**src/shared/ports_defines.svh**
```systemverilog
`ifndef PORTS_DEFINES_SVH
`define PORTS_DEFINES_SVH

// Data-memory addresses of the port registers
`define LOW_OUTPUT_DATA_ADDR 8'hf3
`define HIGH_OUTPUT_DATA_ADDR 8'hf4
`define BIDIR_PORT_DATA_ADDR 8'hf6
`define BIDIR_DIRECTION_CONTROL_ADDR 8'hfc

// Reset values
`define LOW_OUTPUT_DATA_RESET 4'h0
`define HIGH_OUTPUT_DATA_RESET 3'h0
`define BIDIR_PORT_DATA_RESET 4'h0
`define BIDIR_DIRECTION_RESET 1'b0

// Field positions in the high output register
`define HIGH_PIN_0_BIT 0
`define HIGH_PIN_1_BIT 1
`define HIGH_PIN_2_BIT 2

// Direction bit position and value meaning output
`define BIDIR_DIRECTION_BIT 0
`define BIDIR_DIR_OUTPUT 1'b1

// Clock output divider: largest ratio exponent (ratio 128)
`define CLOCK_DIV_LOG2_MAX 7
`define CLOCK_DIV_COUNT_W 7

`endif

```
**src/shared/ports_pkg.sv**
```systemverilog
package ports_pkg;

    // Special function chosen at build time for upper pin 2
    typedef enum logic [1:0]
    {
        HIGH2_PLAIN = 2'h1,
        HIGH2_SPECIAL = 2'h2
    } high2_mode_e;

    typedef struct packed
    {
        logic [6:0] count;
        logic level;
    } divider_state_s;

    typedef struct packed
    {
        logic [3:0] low_data;
        logic [2:0] high_data;
        logic [3:0] bidir_data;
        logic dir_output;
        logic [3:0] sync_stage1;
        logic [3:0] sync_stage2;
        logic [3:0] rdata;
        logic [3:0] low_pins;
        logic [2:0] high_pins;
        logic [3:0] bidir_out;
        logic [3:0] bidir_oe;
    } port_state_s;

endpackage

```
**src/clock_out_divider.sv**
```systemverilog
`timescale 1ns/1ns
`include "ports_defines.svh"

module clock_out_divider
#(
    parameter logic [2:0] DIV_LOG2 = 3'h0
)
(
    input wire logic clock,
    input wire logic rstn,
    input wire logic enable,
    input wire logic half_tick,
    output logic level
);

    localparam logic [6:0] LAST = 7'((8'h01 << DIV_LOG2) - 8'h01);

    ports_pkg::divider_state_s state_q;
    ports_pkg::divider_state_s state_d;

    // Toggle every ratio half periods of the oscillator; stopped output rests low
    always_comb
    begin
        state_d = state_q;
        if (!enable)
        begin
            state_d.count = 7'h00;
            state_d.level = 1'b0;
        end
        else if (half_tick)
        begin
            if (state_q.count == LAST)
            begin
                state_d.count = 7'h00;
                state_d.level = ~state_q.level;
            end
            else
            begin
                state_d.count = state_q.count + 7'h01;
            end
        end
    end

    always_ff @(posedge clock)
    begin
        if (!rstn)
        begin
            state_q <= '0;
        end
        else
        begin
            state_q <= state_d;
        end
    end

    assign level = state_q.level;

endmodule // clock_out_divider

```
**src/output_and_bidir_ports.sv**
```systemverilog
`timescale 1ns/1ns
`include "ports_defines.svh"

module output_and_bidir_ports
#(
    parameter logic HIGH0_CLOCK_OUT = 1'b0,
    parameter ports_pkg::high2_mode_e HIGH2_MODE = ports_pkg::HIGH2_PLAIN,
    parameter logic HIGH2_ENVELOPE = 1'b0,
    parameter logic [2:0] CLOCK_DIV_LOG2 = 3'h0
)
(
    input wire logic clock,
    input wire logic rstn,
    input wire logic [7:0] bus_addr,
    input wire logic [3:0] bus_wdata,
    input wire logic bus_write,
    input wire logic bus_read,
    output logic [3:0] bus_rdata,
    input wire logic osc_half_tick,
    input wire logic melody_in,
    input wire logic envelope_in,
    output logic [3:0] low_out_pins,
    output logic high_out_pin_0,
    output logic high_out_pin_1,
    output logic high_out_pin_2,
    input wire logic [3:0] bidir_pins_in,
    output logic [3:0] bidir_pins_out,
    output logic [3:0] bidir_pins_oe
);

    ports_pkg::port_state_s state_q;
    ports_pkg::port_state_s state_d;
    logic clock_output;
    logic clock_enable;
    logic sel_low;
    logic sel_high;
    logic sel_bidir;
    logic sel_dir;

    // Address decode of the four nibble registers
    always_comb
    begin
        sel_low = 1'b0;
        sel_high = 1'b0;
        sel_bidir = 1'b0;
        sel_dir = 1'b0;
        if (bus_addr == `LOW_OUTPUT_DATA_ADDR)
        begin
            sel_low = 1'b1;
        end
        else if (bus_addr == `HIGH_OUTPUT_DATA_ADDR)
        begin
            sel_high = 1'b1;
        end
        else if (bus_addr == `BIDIR_PORT_DATA_ADDR)
        begin
            sel_bidir = 1'b1;
        end
        else if (bus_addr == `BIDIR_DIRECTION_CONTROL_ADDR)
        begin
            sel_dir = 1'b1;
        end
    end

    // Divider runs only when pin 0 is built as clock output and its bit is set
    assign clock_enable = HIGH0_CLOCK_OUT & state_q.high_data[`HIGH_PIN_0_BIT];

    clock_out_divider #(
        .DIV_LOG2(CLOCK_DIV_LOG2)
    ) u_clock_out_divider (
        .clock(clock),
        .rstn(rstn),
        .enable(clock_enable),
        .half_tick(osc_half_tick),
        .level(clock_output)
    );

    always_comb
    begin
        state_d = state_q;

        // Pin synchroniser; stage 1 is read only by stage 2
        state_d.sync_stage1 = bidir_pins_in;
        state_d.sync_stage2 = state_q.sync_stage1;

        // Register writes take the whole nibble, except high (bits 2:0) and direction (bit 0)
        if (bus_write)
        begin
            if (sel_low)
            begin
                state_d.low_data = bus_wdata;
            end
            if (sel_high)
            begin
                state_d.high_data = bus_wdata[2:0];
            end
            if (sel_bidir)
            begin
                state_d.bidir_data = bus_wdata;
            end
            if (sel_dir)
            begin
                state_d.dir_output = bus_wdata[`BIDIR_DIRECTION_BIT];
            end
        end

        // Read data held until the next read
        if (bus_read)
        begin
            state_d.rdata = 4'h0;
            if (sel_low)
            begin
                state_d.rdata = state_q.low_data;
            end
            else if (sel_high)
            begin
                state_d.rdata = {1'b0, state_q.high_data};
            end
            else if (sel_bidir)
            begin
                if (state_q.dir_output)
                begin
                    state_d.rdata = state_q.bidir_data;
                end
                else
                begin
                    state_d.rdata = state_q.sync_stage2;
                end
            end
            else if (sel_dir)
            begin
                state_d.rdata = {3'h0, state_q.dir_output};
            end
        end

        // Pins follow the newly stored values, except upper pin 0 as clock output (divider level) and pin 2 in special mode (bit gated by melody/envelope)
        state_d.low_pins = state_d.low_data;
        state_d.high_pins[1] = state_d.high_data[`HIGH_PIN_1_BIT];
        if (HIGH0_CLOCK_OUT)
        begin
            state_d.high_pins[0] = clock_output;
        end
        else
        begin
            state_d.high_pins[0] = state_d.high_data[`HIGH_PIN_0_BIT];
        end
        if (HIGH2_MODE == ports_pkg::HIGH2_SPECIAL)
        begin
            if (HIGH2_ENVELOPE)
            begin
                state_d.high_pins[2] = state_d.high_data[`HIGH_PIN_2_BIT] & envelope_in;
            end
            else
            begin
                // Inverted melody gated by the pin 2 bit
                state_d.high_pins[2] = state_d.high_data[`HIGH_PIN_2_BIT] & ~melody_in;
            end
        end
        else
        begin
            state_d.high_pins[2] = state_d.high_data[`HIGH_PIN_2_BIT];
        end
        state_d.bidir_out = state_d.bidir_data;
        state_d.bidir_oe = {4{state_d.dir_output == `BIDIR_DIR_OUTPUT}};
    end

    always_ff @(posedge clock)
    begin
        if (!rstn)
        begin
            state_q <= '0;
            state_q.low_data <= `LOW_OUTPUT_DATA_RESET;
            state_q.high_data <= `HIGH_OUTPUT_DATA_RESET;
            state_q.bidir_data <= `BIDIR_PORT_DATA_RESET;
            state_q.dir_output <= `BIDIR_DIRECTION_RESET;
        end
        else
        begin
            state_q <= state_d;
        end
    end

    assign bus_rdata = state_q.rdata;
    assign low_out_pins = state_q.low_pins;
    assign high_out_pin_0 = state_q.high_pins[0];
    assign high_out_pin_1 = state_q.high_pins[1];
    assign high_out_pin_2 = state_q.high_pins[2];
    assign bidir_pins_out = state_q.bidir_out;
    assign bidir_pins_oe = state_q.bidir_oe;
endmodule // output_and_bidir_ports

```
**config.mk**
```make
export PLATFORM = sky130hd
export DESIGN_NAME = output_and_bidir_ports
export DESIGN_NICKNAME = d
export VERILOG_FILES = /design/src/shared/ports_pkg.sv /design/src/clock_out_divider.sv /design/src/output_and_bidir_ports.sv
export VERILOG_INCLUDE_DIRS = /design/src /design/src/shared
export SDC_FILE = /design/constraint.sdc
export NUM_CORES = 1
export LEC_CHECK = 0
export BUFFER_PORTS_ARGS = -buffer_cell sky130_fd_sc_hd__buf_2
export CELL_PAD_IN_SITES_DETAIL_PLACEMENT = 0
export CELL_PAD_IN_SITES_GLOBAL_PLACEMENT = 2
export CORE_UTILIZATION = 25
export DETAILED_ROUTE_END_ITERATION = 7
export HOLD_SLACK_MARGIN = 0.02
export PLACE_DENSITY = 0.78
export SLEW_MARGIN = 10
export SYNTH_ARGS = -nofsm -noshare
export SYNTH_HDL_FRONTEND = slang
export SYNTH_SLANG_ARGS = --single-unit
```
**constraint.sdc**
```tcl
create_clock -name clock -period 1.2 [get_ports clock]
set_input_delay 0.12 -clock clock [delete_from_list [all_inputs] [get_ports clock]]
set_output_delay 0.12 -clock clock [all_outputs]
set_load 0.03 [all_outputs]
```
-- Word level (Yosys, flattened, before mapping)
Index checks and enable logic that the tools add are counted.
- $add $sub $neg: 0
- multiply operators: 0
- divide/modulo/power cells: 0
- $lt $le $gt $ge: 0
- equal/unequal tests: 4
- shifts and indexed selects: 0
- muxes and demuxes: 20
- bitwise operators: 0
- reduce and logical (&&, ||, !) cells: 3
- operator list (operator ; count):
    $eq 8x8->1 const B ; 4
    $mux 4 ; 6
    $mux 1 ; 12
    $mux 12 ; 1
    $reduce_and 2->1 ; 3
    $mux 3 ; 1
- register bits after elaboration: 25
- bits in latches: 0
- bits in writable memories: 0
- ROM bits: 0
- bits of input ports: 23
- output and inout bits: 19
- word-level logic and storage cells: 35
- memories: 0

-- Longest topological paths before layout
- depth after elaboration: 9
- mapped depth: 5
- gate-level depth less buffers: 4

-- Worst setup path before layout
No wires, ideal clock.
- path kind: register to register
- start point: register bidir_pins_oe[0] (netlist name)
- end point: register state_q (netlist bit bus_rdata[2])
- setup time: 101 ps
- arrival time: 1182 ps
- required time: 1099 ps
- setup slack: -83 ps
- stages on the path, launching flop included: 6
- path buffers: 1
- period minus slack after synthesis: 1283 ps
- cell sequence: dfxtp_1 -> buf_2 -> mux2i_1 -> a211oi_1 -> a31oi_1 -> o41ai_1
- RTL lines (what ; RTL line ; RTL):
    end signal: assignment ; output_and_bidir_ports.sv:179 ; state_q <= state_d;
    end: declaration ; output_and_bidir_ports.sv:31 ; ports_pkg::port_state_s state_q;

==> impl_metrics.json <==
{
  "p_leak_uw": 0.0006022,
  "port_buffers": 38,
  "layout.nets": 182,
  "syn_inst": 126,
  "critPathCaptureType": "register",
  "post-route-min-period_ns": 1.173,
  "slowest_stage": "dfxtp_2",
  "htreeDepth": 1,
  "reg2reg_slack_ns": 0.03,
  "post-place-ws_ns": -0.1916,
  "post-place-cells": 206,
  "cp_top_family": "compound AO/OA/AOI/OAI gates",
  "maxCapViolCount": 0,
  "antenna_found_initial": 0,
  "p_total_uw": 1488,
  "cp.required_ns": 1.39,
  "yosysWarnings": 0,
  "grt_pass1_wl_um": 4547,
  "yosys.area_share.xor_xnor_pct": 0,
  "track_usage_pct": 11.37,
  "syn_area_um2": 1152,
  "numCtsBuffers": 3,
  "cts_tree": "built",
  "min_path_type": "input pin to register",
  "max_clock_freq_mhz": 852.5,
  "synth-compound-area-share_pct": 8.903,
  "hold_buffers": 0,
  "fin_crit_sh_pct": 97.76,
  "worstPathArrival_ns": 1.36,
  "rsz0062_at_grt": "true",
  "clockBufferDepth": 2,
  "avgRoutedWirePerCell_um": 12.58,
  "worst_slew_pin_slew_ns": 0.3389,
  "initial_core_util_pct": 26.28,
  "start_kind": "register",
  "synth.avg_cell_area_um2": 9.146,
  "hold_depth": 2,
  "finalNonFillerCells": 210,
  "via_count": 968,
  "viasPerCell": 4.610,
  "finalSetupViolations": 0,
  "ant_nets": 0,
  "wl_um": 2642,
  "synth_top_family_by_area": "simple AND/OR/NAND/NOR gates",
  "final_layout_size_suffix_gt1_share_pct": 37.97,
  "crit_top_cell": "o211ai_1",
  "synthAdderAreaFrac_pct": 0,
  "synth_mux_area_share_pct": 10.42,
  "critical_path_class": "register to register",
  "io_pins": 42,
  "maxSlewViolCount": 0,
  "r2r-end": "bus_rdata[0]",
  "grt_pass1_vias": 1030,
  "syn_nets": 149,
  "reg2reg_depth": 5,
  "grt-ovfl-total": 0,
  "syn_to_final_growth_pct": 22.15,
  "drt_iter0_markers": 19,
  "setup_ws_ns": 0.02692,
  "rows": 24,
  "min_to": "state_d[22]",
  "clock-sinks": 24,
  "status": "finished, final reports clean",
  "globalplace.congestion": 0.7652,
  "maxSlewHeadroom_pct": 77.38,
  "power_density_nw_per_um2": 1057,
  "synthDistinctLibCells": 27,
  "cts-resized-gates": 0,
  "cpPeakStageDelay_ns": 0.35,
  "fp.dieArea_um2": 4885,
  "r2r_start": "bidir_pins_oe[0]",
  "ys_ff_latch": 24,
  "yosys.area_share.simple_pct": 26.17,
  "finClkSkew_ns": 0.002697,
  "dpl.hpwl_um": 2117,
  "clk-insertion-delay-late_ns": 0.26,
  "cts-root-buf": "clkbuf_8",
  "path_clk_slew_ns": 0.08,
  "cp.buffers_inverters": 1,
  "hp-start": "bidir_pins_in[3]",
  "fp.dieH_um": 69.89,
  "die_x_um": 69.89,
  "startpoint": "bidir_pins_oe[0]",
  "first_pass_iters": 4,
  "ys_seq_area_share_pct": 41.69,
  "cp_max_fo": 8,
  "irDropWorstVdd_mv": 0.4659,
  "hold_violations": 0,
  "path_cells": "buf_4 > nor2b_1 > o32ai_1 > o211ai_1 > o211ai_1",
  "core_um2": 4384,
  "grt_max_degree": 24,
  "drc": 0,
  "diodes": 0
}
==> per-stage QoR <==
step                      area, um2  TNS (ns)  util, %  hold slack [ns]
after floorplan                1161  -0.03099        -           0.2228
after global placement         1353   -0.5784    30.85           0.3220
after detailed placement       1353   -0.7793    30.85           0.3331
after CTS                      1408         0    32.11          0.05108
after global routing           1408  -0.04077    32.11          0.05798
final                          1408         0    32.11          0.05841
==> how the worst max path moves through the flow <==
stage,end,depth (start not counted)
6_report,bus_rdata[0],5
5_1_grt,bus_rdata[2],4
4_1_cts,bus_rdata[2],4
3_5_place_dp,low_out_pins[0],5
3_3_place_gp,low_out_pins[0],5
2_1_floorplan,bus_rdata[2],5
==> logic make-up (layout without fill, tap and decap cells) <==
group | after synthesis | count (layout)
compound gates | 15 | 15
buf+inv | 23 | 55
flops | 24 | 24
simple gates | 52 | 52
mux | 12 | 12
==> cell type report <==
cell class,count,area (um2)
fill,472,2977
tap,52,65.06
sequential,24,483.0
inverter,2,7.507
timing repair buffer,49,272.8
clock buffer,4,55.05
multi-input combinational,79,524.3
==> registers in the layout, indices dropped and copies added (netlist names) <==
register        count
bidir_pins_oe       1
state_d             4
high_out_pin_2      1
low_out_pins        4
bus_rdata           4
bidir_pins_out      4
state_q             4
high_out_pin_0      1
high_out_pin_1      1
==> cells in the final DEF (no fill, tap or decap), types with 3 or more instances in the layout <==
master / synthesis / final
buf_2: 1 / 38
dfxtp_1: 24 / 22
nand2_1: 19 / 19
mux2i_1: 12 / 12
buf_4: 16 / 11
and2_1: 8 / 8
nor2_1: 5 / 5
nand3b_1: 4 / 4
nand3_1: 4 / 4
clkbuf_8: 0 / 4
o41ai_1: 3 / 3
o21ai_0: 3 / 3
==> routing by layer <==
layer  share of wire, %  vias to the layer above  GRT usage [%]
li1                   -                      483              -
met1                 43                      452          14.21
met2                 51                       30          19.55
met3                5.5                        3          2.165
met4               0.87                        0          3.778
met5                  0                        -              0
==> power breakdown <==
| part | total, uW | leakage [uW] | switching (uW) | internal (uW) |
|---|---|---|---|---|
| registers | 812 | 0.000196 | 3.07 | 808 |
| clock network | 545 | 0.0000288 | 252 | 293 |
| logic | 132 | 0.000377 | 72.0 | 60.1 |
| total | 1490 | 0.000602 | 327 | 1160 |
==> synthesized netlist by cell type, drive strengths merged <==
library cell	number	area (um2)
nor2b	2	12.51
o32ai	1	8.760
dfxtp	24	480.5
nand3b	4	30.03
o41ai	3	26.28
and3	1	6.260
inv	2	7.510
nand2b	2	12.51
a31oi	2	12.51
nor3	2	10.01
buf	17	125.1
a211oi	2	15.01
mux2i	12	120.1
nand3	4	20.02
or3	1	11.26
a21oi	2	10.01
o21ai	3	15.01
nor2	6	25.03
o211ai	2	15.01
nand2	19	71.32
nor4	1	12.51
nand4	1	21.27
clkbuf	4	15.01
and2	8	50.05
nor3b	1	18.77
==> repair_timing <==
item	4_1_cts	5_1_grt
setup buffers	0	0
pin swaps	3	0
setup endpoints to repair	2	2
gates cloned	0	0
Power figures use the tool's default switching activity.
